## config.mk

```make
export PLATFORM = sky130hd
export DESIGN_NAME = ics_sequencer
export DESIGN_NICKNAME = d
export VERILOG_FILES = /design/src/ics_pkg.sv /design/src/ics_sequencer.sv /design/src/ics_addr_step.sv
export SDC_FILE = /design/constraint.sdc
export NUM_CORES = 1
export LEC_CHECK = 0
export ABC_AREA = 1
export BUFFER_PORTS_ARGS = -buffer_cell sky130_fd_sc_hd__buf_2
export CAP_MARGIN = 25
export CORE_MARGIN = 2
export CORE_UTILIZATION = 40
export CTS_BUF_LIST = sky130_fd_sc_hd__clkbuf_4 sky130_fd_sc_hd__clkbuf_8 sky130_fd_sc_hd__clkbuf_16
export DETAILED_ROUTE_END_ITERATION = 6
export GPL_ROUTABILITY_DRIVEN = 0
export GPL_TIMING_DRIVEN = 0
export SETUP_SLACK_MARGIN = 0.3
export SLEW_MARGIN = 10
export SYNTH_ARGS = -nofsm -noshare
export SYNTH_HDL_FRONTEND = slang
export SYNTH_HIERARCHICAL = 1
export SYNTH_SLANG_ARGS = --single-unit
export TNS_END_PERCENT = 30
```

## constraint.sdc

```tcl
create_clock -name clock -period 7.3 [get_ports clock]
set_input_delay 1.46 -clock clock [delete_from_list [all_inputs] [get_ports clock]]
set_output_delay 1.46 -clock clock [all_outputs]
set_load 0.03 [all_outputs]
```

## src/ics_pkg.sv

```systemverilog
package ics_pkg;
	// -------------------------------------------------------------
	// register map (byte addresses, word aligned)
	// -------------------------------------------------------------
	localparam logic [4:0] OFS_CTRL = 5'h00;
	localparam logic [4:0] OFS_FLAGS = 5'h04;
	localparam logic [4:0] OFS_DATA_ADDR = 5'h08;
	localparam logic [4:0] OFS_BYTE_COUNT = 5'h0C;
	localparam logic [4:0] OFS_INDEX = 5'h10;
	localparam logic [4:0] OFS_BCW = 5'h14;
	localparam logic [4:0] OFS_DEVICE = 5'h18;
	// control register bits
	localparam int CTL_DESC = 0;
	localparam int CTL_ALLOW = 1;
	localparam int CTL_RUN = 2;
	localparam int CTL_CMP_EN = 3;
	localparam int CTL_BOOT_GO = 8;
	localparam int CTL_STAT_GO = 9;
	// flag register bits
	localparam int FL_BUF_DONE = 0;
	localparam int FL_CTRL_BYTE = 1;
	localparam int FL_REJECT = 2;
	localparam int FL_NULL_STA = 3;
	localparam int FL_COUNT_ZERO = 4;
	localparam int FL_BIT15 = 5;
	localparam int FL_HELD = 6;
	localparam int FL_ATTN = 7;
	localparam int FL_UNIT_EXC = 8;
	localparam int FL_LOADING = 9;
	localparam int FL_WAIT = 10;
	localparam int FL_CHAIN_REQ = 11;
	localparam int FL_LOCKOUT = 12;
	// operation codes of the buffer control word
	localparam logic [1:0] OP_STOP = 2'h0;
	localparam logic [1:0] OP_CHAIN = 2'h1;
	localparam logic [1:0] OP_LINK = 2'h2;
	localparam logic [1:0] OP_STOP_NOW = 2'h3;
	// address steps
	localparam logic [2:0] STEP_BYTE = 3'h1;
	localparam logic [2:0] STEP_STATUS = 3'h4;
	localparam logic [15:0] COUNT_ONE = 16'h0001;
	// storage locations used by the bootstrap load
	localparam logic [15:0] STATUS_CW_ADDR = 16'h0000;
	localparam logic [15:0] BCW_ADDR = 16'h0004;
	localparam logic [15:0] BCW_ADDR_HI = 16'h0006;
	// reset values
	localparam logic [15:0] RST_WORD = 16'h0000;
	localparam logic [7:0] RST_BYTE = 8'h00;
	// sequencer states
	typedef enum logic [2:0] {BT_IDLE, BT_DEV, BT_XFER, BT_IDX, BT_CNT, BT_ADR} ics_boot_e;
	typedef enum logic [3:0] {SQ_IDLE, SQ_START1, SQ_START2, SQ_WAITSTA, SQ_END1, SQ_END2, SQ_END3,
		SQ_ADRIN1, SQ_ADRIN2} ics_seq_e;
endpackage : ics_pkg

```

## src/ics_sequencer.sv

```systemverilog
`timescale 1ns/1ps
// Functional notes
// [RULE_01] two-bit opcode: stop, chain, link, stop-now
// [RULE_02] address wrap carry toggles data address bit15
// [RULE_03] wrap on index toggles control word index
// [RULE_04] flag shows bit15 of address or index
// [RULE_05] count-zero flag after byte count update
// [RULE_06] separate buffer-done and control-byte pending flags
// [RULE_07] null-status flag on all-zero status byte
// [RULE_08] flag rejected data or status request
// [RULE_09] separate upper and lower byte store strobes
// [RULE_10] bootstrap steps: device, transfer, index, count
// [RULE_11] last bootstrap step stores address, sets wait
// [RULE_12] bootstrap advances only while allowed; busy flag
// [RULE_13] end status: clear buffer, lockout, transfer
// [RULE_14] start status step two: address off, service on
// [RULE_15] held flag while input byte awaits transfer
// [RULE_16] attention pending until channel accepts status
// [RULE_17] unit exception pending until channel accepts
// [RULE_18] descending: minus one per byte, four per status
// [RULE_19] address-in step two: command tag, priority request
// [RULE_20] tags stay set until a step clears them
// [RULE_21] sequence steps ascend one per clock unless stalled
module ics_sequencer
	import ics_pkg::*;
(
	// clock and reset
	input wire logic clock,
	input wire logic resetn,
	// avalon-mm slave
	input wire logic [4:0] address,
	input wire logic read,
	input wire logic write,
	input wire logic [31:0] writedata,
	output logic [31:0] readdata,
	output logic waitrequest,
	// peripheral inputs
	input wire logic [7:0] busIn,
	input wire logic dataInValid,
	input wire logic statusValid,
	input wire logic addressInTag,
	input wire logic rejectIn,
	input wire logic attnSwitch,
	input wire logic unitExcSwitch,
	// outgoing tags
	output logic selectOutTag,
	output logic addressOutTag,
	output logic serviceOutTag,
	output logic commandOutTag,
	output logic chanPriorityReq,
	// storage port
	output logic [15:0] storeAddr,
	output logic [15:0] storeData,
	output logic storeWrUpper,
	output logic storeWrLower
);
	// -------------------------------------------------------------
	// state
	// -------------------------------------------------------------
	logic ackReg, descReg, allowReg, runReg, cmpEnReg;
	logic [15:0] dataAddrReg, countReg, indexReg, transferReg, workReg;
	logic [1:0] opReg;
	logic [7:0] cmpByteReg, deviceReg, inputReg;
	logic bufDoneReg, ctrlByteReg, rejectReg, nullStaReg, countZeroReg, heldReg;
	logic attnReg, unitExcReg, loadingReg, waitReg, chainReqReg, lockoutReg;
	ics_boot_e bootReg;
	ics_seq_e seqReg;
	logic wrAcc, rdAcc, bootGo, statGo, byteGo, statusStore, lastByte;
	logic [15:0] addrNext, indexNext, countNext, flagWord, flagClr;
	logic addrWrap, indexWrap, chainStep, stopHit;

	// -------------------------------------------------------------
	// bus slave
	// -------------------------------------------------------------
	// one wait state: ack raised the cycle after a request appears
	assign waitrequest = (read | write) & ~ackReg;
	assign wrAcc = write & ackReg;
	assign rdAcc = read & ~ackReg;
	assign bootGo = wrAcc && address == OFS_CTRL && writedata[CTL_BOOT_GO];
	assign statGo = wrAcc && address == OFS_CTRL && writedata[CTL_STAT_GO];

	// acknowledge toggle
	always_ff @(posedge clock or negedge resetn) begin
		if (!resetn) begin
			ackReg <= 1'b0;
		end else begin
			ackReg <= (read | write) & ~ackReg;
		end
	end

	// flag word seen by software
	always_comb begin
		flagWord = RST_WORD;
		flagWord[FL_BUF_DONE] = bufDoneReg;
		flagWord[FL_CTRL_BYTE] = ctrlByteReg;
		flagWord[FL_REJECT] = rejectReg;
		flagWord[FL_NULL_STA] = nullStaReg;
		flagWord[FL_COUNT_ZERO] = countZeroReg;
		// [RULE_04] bit15 indicator
		flagWord[FL_BIT15] = dataAddrReg[15] | indexReg[15];
		flagWord[FL_HELD] = heldReg;
		flagWord[FL_ATTN] = attnReg;
		flagWord[FL_UNIT_EXC] = unitExcReg;
		flagWord[FL_LOADING] = loadingReg;
		flagWord[FL_WAIT] = waitReg;
		flagWord[FL_CHAIN_REQ] = chainReqReg;
		flagWord[FL_LOCKOUT] = lockoutReg;
	end

	// read data, registered during the wait cycle; unmapped reads zero
	always_ff @(posedge clock or negedge resetn) begin
		if (!resetn) begin
			readdata <= 32'h00000000;
		end else if (rdAcc) begin
			case (address)
				OFS_CTRL: readdata <= {28'h0000000, cmpEnReg, runReg, allowReg, descReg};
				OFS_FLAGS: readdata <= {16'h0000, flagWord};
				OFS_DATA_ADDR: readdata <= {16'h0000, dataAddrReg};
				OFS_BYTE_COUNT: readdata <= {16'h0000, countReg};
				OFS_INDEX: readdata <= {16'h0000, indexReg};
				OFS_BCW: readdata <= {16'h0000, cmpByteReg, 6'h00, opReg};
				OFS_DEVICE: readdata <= {8'h00, transferReg, deviceReg};
				default: readdata <= 32'h00000000;
			endcase
		end
	end

	// control register; hardware stop clears run
	always_ff @(posedge clock or negedge resetn) begin
		if (!resetn) begin
			{descReg, allowReg, runReg, cmpEnReg} <= 4'h0;
			opReg <= OP_STOP;
			cmpByteReg <= RST_BYTE;
		end else begin
			if (wrAcc && address == OFS_CTRL) begin
				descReg <= writedata[CTL_DESC];
				allowReg <= writedata[CTL_ALLOW];
				runReg <= writedata[CTL_RUN];
				cmpEnReg <= writedata[CTL_CMP_EN];
			end else if (stopHit) begin
				runReg <= 1'b0;
			end
			if (wrAcc && address == OFS_BCW) begin
				opReg <= writedata[1:0];
				cmpByteReg <= writedata[15:8];
			end
		end
	end

	// -------------------------------------------------------------
	// address, count and index update
	// -------------------------------------------------------------
	ics_addr_step dataStep (
		.value(dataAddrReg),
		.descending(descReg),
		.stepAmount(statusStore ? STEP_STATUS : STEP_BYTE),
		.nextValue(addrNext),
		.wrapCarry(addrWrap)
	);
	ics_addr_step indexStep (
		.value(indexReg),
		.descending(1'b0),
		.stepAmount(STEP_BYTE),
		.nextValue(indexNext),
		.wrapCarry(indexWrap)
	);

	assign statusStore = seqReg == SQ_WAITSTA && statusValid;
	assign byteGo = heldReg && runReg && countReg != RST_WORD && bootReg == BT_IDLE && !statusStore;
	assign countNext = countReg - COUNT_ONE;
	assign lastByte = byteGo && countNext == RST_WORD;
	// [RULE_01] opcode decode at buffer end
	assign chainStep = lastByte && opReg == OP_CHAIN;
	assign stopHit = lastByte && (opReg == OP_STOP || opReg == OP_STOP_NOW);

	// data address and count
	always_ff @(posedge clock or negedge resetn) begin
		if (!resetn) begin
			dataAddrReg <= RST_WORD;
			countReg <= RST_WORD;
			countZeroReg <= 1'b0;
		end else begin
			if (wrAcc && address == OFS_DATA_ADDR) begin
				dataAddrReg <= writedata[15:0];
			end else if (byteGo || statusStore) begin
				// [RULE_02] [RULE_18] step with wrap toggle
				dataAddrReg <= addrNext;
			end
			if (wrAcc && address == OFS_BYTE_COUNT) begin
				countReg <= writedata[15:0];
				countZeroReg <= writedata[15:0] == RST_WORD;
			end else if (byteGo) begin
				// [RULE_05] count-zero on update
				countReg <= countNext;
				countZeroReg <= countNext == RST_WORD;
			end
		end
	end

	// control word index
	always_ff @(posedge clock or negedge resetn) begin
		if (!resetn) begin
			indexReg <= RST_WORD;
		end else if (wrAcc && address == OFS_INDEX) begin
			indexReg <= writedata[15:0];
		end else if (chainStep) begin
			// [RULE_03] index step with toggle
			indexReg <= indexNext;
		end
	end

	// -------------------------------------------------------------
	// input byte holding
	// -------------------------------------------------------------
	// a new byte on the same edge as a store or as the SQ_END1 clear of a held byte is refused and the flag clears
	always_ff @(posedge clock or negedge resetn) begin
		if (!resetn) begin
			heldReg <= 1'b0;
			inputReg <= RST_BYTE;
		end else if (dataInValid && !heldReg) begin
			// [RULE_15] hold input byte
			heldReg <= 1'b1;
			inputReg <= busIn;
		end else if (byteGo || seqReg == SQ_END1) begin
			heldReg <= 1'b0;
		end
	end

	// -------------------------------------------------------------
	// sticky flags, set wins; write one clears only buffer done, control byte, reject, null status, wait and chain request
	// -------------------------------------------------------------
	// clear mask from a flag register write
	assign flagClr = (wrAcc && address == OFS_FLAGS) ? writedata[15:0] : RST_WORD;

	always_ff @(posedge clock or negedge resetn) begin
		if (!resetn) begin
			{bufDoneReg, ctrlByteReg, rejectReg, nullStaReg, waitReg, chainReqReg} <= 6'h00;
		end else begin
			// [RULE_06] separate pending interrupts
			bufDoneReg <= (bufDoneReg & ~flagClr[FL_BUF_DONE]) | (lastByte && opReg == OP_STOP);
			ctrlByteReg <= (ctrlByteReg & ~flagClr[FL_CTRL_BYTE]) | (byteGo && cmpEnReg && inputReg == cmpByteReg);
			// [RULE_08] overrun or refused request
			rejectReg <= (rejectReg & ~flagClr[FL_REJECT]) | rejectIn | (dataInValid && heldReg);
			// [RULE_07] null status
			nullStaReg <= (nullStaReg & ~flagClr[FL_NULL_STA]) | (statusStore && busIn == RST_BYTE);
			waitReg <= (waitReg & ~flagClr[FL_WAIT]) | (bootReg == BT_ADR && allowReg);
			chainReqReg <= (chainReqReg & ~flagClr[FL_CHAIN_REQ]) | (lastByte && opReg == OP_LINK) | chainStep;
		end
	end

	// attention and unit exception held until status is accepted
	always_ff @(posedge clock or negedge resetn) begin
		if (!resetn) begin
			attnReg <= 1'b0;
			unitExcReg <= 1'b0;
		end else begin
			// [RULE_16] attention pending
			attnReg <= attnSwitch | (attnReg & seqReg != SQ_END1);
			// [RULE_17] unit exception pending
			unitExcReg <= unitExcSwitch | (unitExcReg & seqReg != SQ_END1);
		end
	end

	// -------------------------------------------------------------
	// bootstrap load
	// -------------------------------------------------------------
	always_ff @(posedge clock or negedge resetn) begin
		if (!resetn) begin
			bootReg <= BT_IDLE;
			loadingReg <= 1'b0;
			workReg <= RST_WORD;
		end else if (bootReg == BT_IDLE) begin
			if (bootGo && allowReg) begin
				bootReg <= BT_DEV;
				loadingReg <= 1'b1;
			end
		end else if (allowReg) begin
			// [RULE_12] [RULE_21] advance only while allowed
			case (bootReg)
				BT_DEV: begin
					// [RULE_10] device number in
					workReg <= {8'h00, deviceReg};
					bootReg <= BT_XFER;
				end
				BT_XFER: bootReg <= BT_IDX;
				BT_IDX: bootReg <= BT_CNT;
				BT_CNT: bootReg <= BT_ADR;
				BT_ADR: begin
					// [RULE_11] last step ends load
					bootReg <= BT_IDLE;
					loadingReg <= 1'b0;
				end
				default: bootReg <= BT_IDLE;
			endcase
		end
	end

	// -------------------------------------------------------------
	// status and address-in sequences, interface tags
	// -------------------------------------------------------------
	always_ff @(posedge clock or negedge resetn) begin
		if (!resetn) begin
			seqReg <= SQ_IDLE;
			{selectOutTag, addressOutTag, serviceOutTag, commandOutTag} <= 4'h0;
			chanPriorityReq <= 1'b0;
			lockoutReg <= 1'b0;
			deviceReg <= RST_BYTE;
			transferReg <= RST_WORD;
		end else begin
			if (wrAcc && address == OFS_DEVICE) begin
				deviceReg <= writedata[7:0];
			end
			if (bootReg == BT_XFER && allowReg) begin
				transferReg <= workReg;
			end
			// [RULE_20] [RULE_21] tags change only in steps
			case (seqReg)
				SQ_IDLE: begin
					if (statGo) begin
						seqReg <= SQ_START1;
						selectOutTag <= 1'b1;
						addressOutTag <= 1'b1;
						lockoutReg <= 1'b1;
					end else if (addressInTag) begin
						seqReg <= SQ_ADRIN1;
					end
				end
				SQ_START1: seqReg <= SQ_START2;
				SQ_START2: begin
					// [RULE_14] address off, service on
					addressOutTag <= 1'b0;
					serviceOutTag <= 1'b1;
					seqReg <= SQ_WAITSTA;
				end
				SQ_WAITSTA: begin
					if (statusValid) begin
						seqReg <= SQ_END1;
					end
				end
				SQ_END1: begin
					// [RULE_13] clear buffer
					commandOutTag <= 1'b0;
					seqReg <= SQ_END2;
				end
				SQ_END2: begin
					lockoutReg <= 1'b0;
					seqReg <= SQ_END3;
				end
				SQ_END3: begin
					transferReg <= RST_WORD;
					chanPriorityReq <= 1'b0;
					serviceOutTag <= 1'b0;
					selectOutTag <= 1'b0;
					seqReg <= SQ_IDLE;
				end
				SQ_ADRIN1: begin
					deviceReg <= busIn;
					seqReg <= SQ_ADRIN2;
				end
				SQ_ADRIN2: begin
					// [RULE_19] command tag and priority
					commandOutTag <= 1'b1;
					chanPriorityReq <= 1'b1;
					seqReg <= SQ_IDLE;
				end
				default: seqReg <= SQ_IDLE;
			endcase
		end
	end

	// -------------------------------------------------------------
	// storage port
	// -------------------------------------------------------------
	always_ff @(posedge clock or negedge resetn) begin
		if (!resetn) begin
			storeAddr <= RST_WORD;
			storeData <= RST_WORD;
			storeWrUpper <= 1'b0;
			storeWrLower <= 1'b0;
		end else begin
			storeWrUpper <= 1'b0;
			storeWrLower <= 1'b0;
			if (allowReg && bootReg == BT_IDX) begin
				// [RULE_10] index into status word
				storeAddr <= STATUS_CW_ADDR;
				storeData <= indexReg;
				{storeWrUpper, storeWrLower} <= 2'h3;
			end else if (allowReg && bootReg == BT_CNT) begin
				storeAddr <= BCW_ADDR;
				storeData <= countReg;
				{storeWrUpper, storeWrLower} <= 2'h3;
			end else if (allowReg && bootReg == BT_ADR) begin
				// [RULE_11] address into control word
				storeAddr <= BCW_ADDR_HI;
				storeData <= dataAddrReg;
				{storeWrUpper, storeWrLower} <= 2'h3;
			end else if (statusStore || byteGo) begin
				// [RULE_09] even address upper lane
				storeAddr <= dataAddrReg;
				storeData <= statusStore ? {busIn, busIn} : {inputReg, inputReg};
				storeWrUpper <= ~dataAddrReg[0];
				storeWrLower <= dataAddrReg[0];
			end
		end
	end

	// -------------------------------------------------------------
	// checks
	// -------------------------------------------------------------
	AST_OP_STOP: assert property (@(posedge clock) disable iff (!resetn) // [RULE_01]
		lastByte && opReg == OP_STOP |=> bufDoneReg && !runReg) else $error("stop opcode missed");
	AST_WRAP: assert property (@(posedge clock) disable iff (!resetn) // [RULE_02]
		byteGo && addrWrap && !(wrAcc && address == OFS_DATA_ADDR) |=>
		dataAddrReg[15] != $past(dataAddrReg[15])) else $error("bit15 not toggled");
	AST_INDEX: assert property (@(posedge clock) disable iff (!resetn) // [RULE_03]
		chainStep && !(wrAcc && address == OFS_INDEX) |=> indexReg == $past(indexReg) + COUNT_ONE)
		else $error("index not stepped");
	AST_ZERO: assert property (@(posedge clock) disable iff (!resetn) // [RULE_05]
		lastByte && !wrAcc |=> countZeroReg && countReg == RST_WORD) else $error("count zero flag missing");
	AST_NULL: assert property (@(posedge clock) disable iff (!resetn) // [RULE_07]
		statusStore && busIn == RST_BYTE |=> nullStaReg) else $error("null status not flagged");
	AST_LANE: assert property (@(posedge clock) disable iff (!resetn) // [RULE_09]
		byteGo && !dataAddrReg[0] |=> storeWrUpper && !storeWrLower) else $error("wrong byte lane");
	AST_HOLD: assert property (@(posedge clock) disable iff (!resetn) // [RULE_12]
		bootReg != BT_IDLE && !allowReg |=> $stable(bootReg) && loadingReg) else $error("load ran unallowed");
	AST_BOOT_END: assert property (@(posedge clock) disable iff (!resetn) // [RULE_11]
		bootReg == BT_ADR && allowReg |=> waitReg && !loadingReg && storeAddr == BCW_ADDR_HI)
		else $error("last load step wrong");
	AST_END_SEQ: assert property (@(posedge clock) disable iff (!resetn) // [RULE_13]
		seqReg == SQ_END1 |=> seqReg == SQ_END2 ##1 seqReg == SQ_END3 && !lockoutReg ##1
		!chanPriorityReq && transferReg == RST_WORD && seqReg == SQ_IDLE) else $error("end status order");
	AST_START2: assert property (@(posedge clock) disable iff (!resetn) // [RULE_14]
		seqReg == SQ_START1 |=> ##1 !addressOutTag && serviceOutTag && selectOutTag)
		else $error("start status step two");
	AST_DESC: assert property (@(posedge clock) disable iff (!resetn) // [RULE_18]
		byteGo && descReg && !(wrAcc && address == OFS_DATA_ADDR) |=>
		dataAddrReg == $past(dataAddrReg) - COUNT_ONE) else $error("descending step wrong");
	AST_ADRIN: assert property (@(posedge clock) disable iff (!resetn) // [RULE_19]
		seqReg == SQ_ADRIN1 |=> ##1 commandOutTag && chanPriorityReq) else $error("address-in step two");
endmodule : ics_sequencer

```

## src/ics_addr_step.sv

```systemverilog
`timescale 1ns/1ps
// -------------------------------------------------------------
// address step with wrap toggle of the top bit
// -------------------------------------------------------------
module ics_addr_step
	import ics_pkg::*;
(
	// operand
	input wire logic [15:0] value,
	input wire logic descending,
	input wire logic [2:0] stepAmount,
	// result
	output logic [15:0] nextValue,
	output logic wrapCarry
);
	logic [15:0] lowSum;

	// low fifteen bits step, carry or borrow out toggles the top bit
	always_comb begin
		if (descending) begin
			lowSum = {1'b0, value[14:0]} - {13'h0000, stepAmount};
		end else begin
			lowSum = {1'b0, value[14:0]} + {13'h0000, stepAmount};
		end
		wrapCarry = lowSum[15];
		nextValue = {value[15] ^ wrapCarry, lowSum[14:0]};
	end
endmodule : ics_addr_step

```

Yosys cells after proc, flatten, opt, wreduce, memory -nomap -nowiden
Cells that the tools add are included.

Add/sub/neg operators: 4. Eq/ne operators: 28. Mux-type cells: 56. Bitwise gates (word level): 34. Reduce and logical (&&, ||, !) cells: 65.

Operator list (number): 2-to-1 mux 16 bit (18); one-hot mux 24 bit (7 select lines) (1); zero test 16 bit (2); nonzero test 2 bit (15); logical AND 1 bit (29); one-hot mux 4 bit (7 select lines) (1); 2-to-1 mux 1 bit (19); adder 15 x 1 -> 16 bit, second input constant (1); adder 15 x 3 -> 16 bit (1); == test 4 x 3 -> 1 bit, second input constant (4); 2-to-1 mux 8 bit (2); nonzero test 16 bit (1); subtractor 15 x 3 -> 16 bit (1); subtractor 16 x 1 -> 16 bit, second input constant (1); == test 5 bit, second input constant (3); 2-to-1 mux 12 bit (1); 2-to-1 mux 3 bit (4); 2-to-1 mux 4 bit (3); OR 1 bit (12); one-hot mux 1 bit (2 select lines) (6); one-hot mux 3 bit (4 select lines) (1); bitwise AND 1 bit (11); == test 5 x 4 -> 1 bit, second input constant (2); AND reduction 2 bit (5); 25 further kinds (43).

Register bits after elaboration: 193. Bits of input ports: 55. Logic and storage cells: 225.

Longest topological paths before layout
Depth after elaboration: 9. Mapped depth: 21. Mapped depth without buffers: 21.

Modules after synthesis
Netlist, hierarchy kept.

By module, submodules not included: ics_sequencer (times used 1, cells each 1159, area each 9002.4 sq um); ics_addr_step (indexStep) (times used 1, cells each 158, area each 925.9 sq um); ics_addr_step (dataStep) (times used 1, cells each 158, area each 910.9 sq um).

Worst setup path after synthesis
Ideal clock, no wire load.

Kind: input to register. Start: input port statusValid. End: register dataAddrReg[15]. Data arrival time: 3700 ps. Data required time: 7218 ps. Path slack: 3518 ps. Cell stages on the path: 16. Path buffers: 1. Cell sequence: inv_1 nor2_4 buf_2 inv_1 ha_1 or2_2 ha_1 a21oi_1 nand2_1 a21oi_2 nand2_2 nand2_2 nand3_1 nand2_1 nand2_1 a31oi_1.

Word-level cells in the longest chain between the ends: 7.

RTL lines: start: declaration (line ics_sequencer.sv:40) `input wire logic statusValid,`; logical AND 1 bit * (line ics_sequencer.sv:168) `assign statusStore = seqReg == SQ_WAITSTA && statusValid;`; named net statusStore (line ics_sequencer.sv:68) `logic wrAcc, rdAcc, bootGo, statGo, byteGo, statusStore, lastByte;`; 2-to-1 mux 3 bit * (line ics_sequencer.sv:156) `.stepAmount(statusStore ? STEP_STATUS : STEP_BYTE),`; adder 15 x 3 -> 16 bit / subtractor 15 x 3 -> 16 bit (equally long branches) (line ics_addr_step.sv:23, ics_addr_step.sv:21); 2-to-1 mux 16 bit * (line ics_addr_step.sv:20) `if (descending) begin`; bitwise XOR 1 bit * (line ics_addr_step.sv:26) `nextValue = {value[15] ^ wrapCarry, lowSum[14:0]};`; named net addrNext[15] (line ics_sequencer.sv:69) `logic [15:0] addrNext, indexNext, countNext, flagWord, flagClr;`; 2-to-1 mux 16 bit * (line ics_sequencer.sv:185) `end else if (byteGo || statusStore) begin`; 2-to-1 mux 16 bit * (line ics_sequencer.sv:183) `if (wrAcc && address == OFS_DATA_ADDR) begin`; end signal: assignment (line ics_sequencer.sv:184) `dataAddrReg <= writedata[15:0];`; end signal: assignment (line ics_sequencer.sv:187) `dataAddrReg <= addrNext;`; end: declaration (line ics_sequencer.sv:61) `logic [15:0] dataAddrReg, countReg, indexReg, transferReg, workReg;`.

The timed path passes the listed nets; every way through them passes the cells marked *. The select of a mux whose other input is x is not followed. A chain may end at the register's enable or synchronous reset.

Final worst setup path
Start: input port statusValid. End: register dataAddrReg[11].

Word-level cells in the longest chain between the ends: 6.

RTL lines (line): logical AND 1 bit * (ics_sequencer.sv:168); named net statusStore (ics_sequencer.sv:68); 2-to-1 mux 3 bit * (ics_sequencer.sv:156); adder 15 x 3 -> 16 bit / subtractor 15 x 3 -> 16 bit (equally long branches) (ics_addr_step.sv:23, ics_addr_step.sv:21); 2-to-1 mux 16 bit * (ics_addr_step.sv:20); named net addrNext[11] (ics_sequencer.sv:69); 2-to-1 mux 16 bit * (ics_sequencer.sv:185); 2-to-1 mux 16 bit * (ics_sequencer.sv:183).

Marked as above.

==> reports/summary.txt <==
DRT Wirelength - 38.9 mm
slew margin rel. - 0.468
Starting Density - 0.404
Setup CP Type - in -> reg
busiest grt layer - met2
Synth Area per Inst - 7.35 um^2
Cell Pwr Density - 421 nW/um^2
crit path launch type - primary input
# nets final - 1,710
GR Util met3 - 0.0601
Clock Skew - 0.0135 ns
GRT met2 Usage - 0.446
Post-Syn Instances - 1,473
Setup WS post-layout - 3.22 ns
# hold bufs at CTS - 0
VDD IR max - 0.000160 V
H-tree depth - 4
Clock Latency Late Sink - 0.46 ns
Lkg Pwr - 6.42 nW
WL per Instance - 19.8 um
die area - 28,400 um^2
fraction of layout cells with a size suffix above 1 - 0.134
TritonCTS clock tree - done
Overflow after GRT - 0
setup_tns - 0 ns
total CTS buffers - 17
io pins - 127
status - finished clean
GRT Resource Usage Total - 0.278
CTS Sinks - 169
RSZ-0062 raised after global routing - false
Post-CTS Setup Inserts - 0
Die Ht - 169 um
vias in the first global route - 10,200
Vias - 10,800
Crit. End Element - flop
Tmin final - 4.08 ns
Core Area - 26,800 um^2
met1 usage - 0.364
synthesized area - 10,800 um^2
Area Overhead vs Synth - 14.9%
worst endpoint required time - 7.67 ns
input/output buffers - 94
Worst-path clk slew - 0.07 ns
via/cell ratio - 5.52
diode count - 0
Root Buffer - clkbuf_16
Finish-stage setup viols - 0
HPWL Detailed - 30.1 mm
final count of pins violating max slew - 0
global-route wire length before repair - 59.2 mm
Least-Margin Pin Slew - 0.798 ns
flop2flop setup slack - 3.60 ns
final hold violations - 0
WP data arrival - 4.45 ns
largest net degree at the start of global routing - 97
reported max-cap violation count - 0
pre-CTS setup slack - 2.82 ns
Rows - 60
DR DRC count - 0
DRT Pass-1 Iters - 6
initial antenna violation count - 1
Core Util, Final - 0.464
FMAX - 0.245 GHz
die width - 169 um
min-delay worst type - reg -> reg
yosys warns - 6
fin crit share - 0.558
1st-iter DRT viols - 1,302
ANT nets after route - 0
# resized after CTS - 0
Clock Path Buffers - 2
fillcell total - 2,738
Critical Path Fanout Max - 10
## metal layers
| metal | vias up | routed length, um |
|---|---|---|
| met5 | - | 0 |
| met4 | 0 | 1720 |
| met3 | 108 | 3630 |
| met2 | 536 | 17700 |
| met1 | 5074 | 15800 |
| li1 | 5127 | - |
## final timing paths
| check | start | to | cells after the start |
|---|---|---|---|
| hold / removal | storeAddr[13]$_DFFE_PN0P_ | storeAddr[13]$_DFFE_PN0P_ | 2 |
| setup / recovery | statusValid | dataAddrReg[11]$_DFFE_PN0P_ | 17 |
| setup reg to reg | seqReg[3]$_DFFE_PN0P_ | dataAddrReg[11]$_DFFE_PN0P_ | 17 |
| min in group asynchronous | resetn | commandOutTag$_DFFE_PN0P_ | 1 |
| hold reg to reg | storeAddr[13]$_DFFE_PN0P_ | storeAddr[13]$_DFFE_PN0P_ | 2 |
| max in group asynchronous | resetn | dataAddrReg[12]$_DFFE_PN0P_ | 2 |
## layout by cell type, fill, tap and decap left out, drive strengths merged
cell and n:
nor4 1, o31ai 12, xor2 22, ha 41
xnor2 3, nand4 12, o22ai 14, dfrtp 169
bufinv 2, clkinv 2, nand3 83, a21oi 53
clkbuf 45, a21o 5, inv 192, conb 27
and2 2, fa 2, nor3b 2, o221ai 20
buf 129, a211oi 2, a31oi 9, nor3 9
o2111ai 6, clkinvlp 3, o21ai 198, o21bai 6
a22oi 12, or2 5, o211ai 18, nor2 96
nand2 422
## worst max-delay path, cell delays in order
cell,delay (ns)
buf_2,0.08
inv_1,0.05
nor2_4,0.24
buf_2,0.24
inv_1,0.14
a31oi_1,0.39
inv_1,0.26
ha_1,0.44
nand2_2,0.10
nor2_1,0.11
nand3_1,0.09
nand2_2,0.11
nand3_1,0.09
nand2_1,0.08
xor2_1,0.26
nand2_1,0.11
a31oi_1,0.20
## cell type report
class	instances	area, um^2	area share
Tap cell	341	427	0.0343
Multi-Input combinational cell	1082	5680	0.456
Clock inverter	14	160	0.0129
Buffer	62	325	0.0261
Timing Repair Buffer	95	508	0.0408
Inverter	185	694	0.0558
Clock buffer	17	425	0.0342
Sequential cell	169	4230	0.340
## sequential cells by signal (all words and copies together) (netlist names), 16 cells and up
register     flops
readdata        16
indexReg        16
dataAddrReg     16
countReg        16
storeData       16
storeAddr       16
## power by group
part | internal (W) | leakage [nW] | switching (W) | total [W]
registers | 0.00127 | 2.14 | 0.000299 | 0.00157
clock network | 0.000510 | 0.279 | 0.000430 | 0.000940
logic | 0.000845 | 3.99 | 0.00188 | 0.00272
total | 0.00263 | 6.42 | 0.00261 | 0.00523
## per-stage QoR
stage	std cells	area, um^2	power, W	hold slack, ns
after floorplan	1498	10900	0.00340	0.450
after global placement	1933	11800	0.00421	0.451
after detailed placement	1934	11900	0.00425	0.454
after CTS	1965	12400	0.00519	0.472
after global routing	1965	12400	0.00563	0.500
final	1965	12400	0.00523	0.469
No activity file was read; power rests on OpenSTA's default activity.
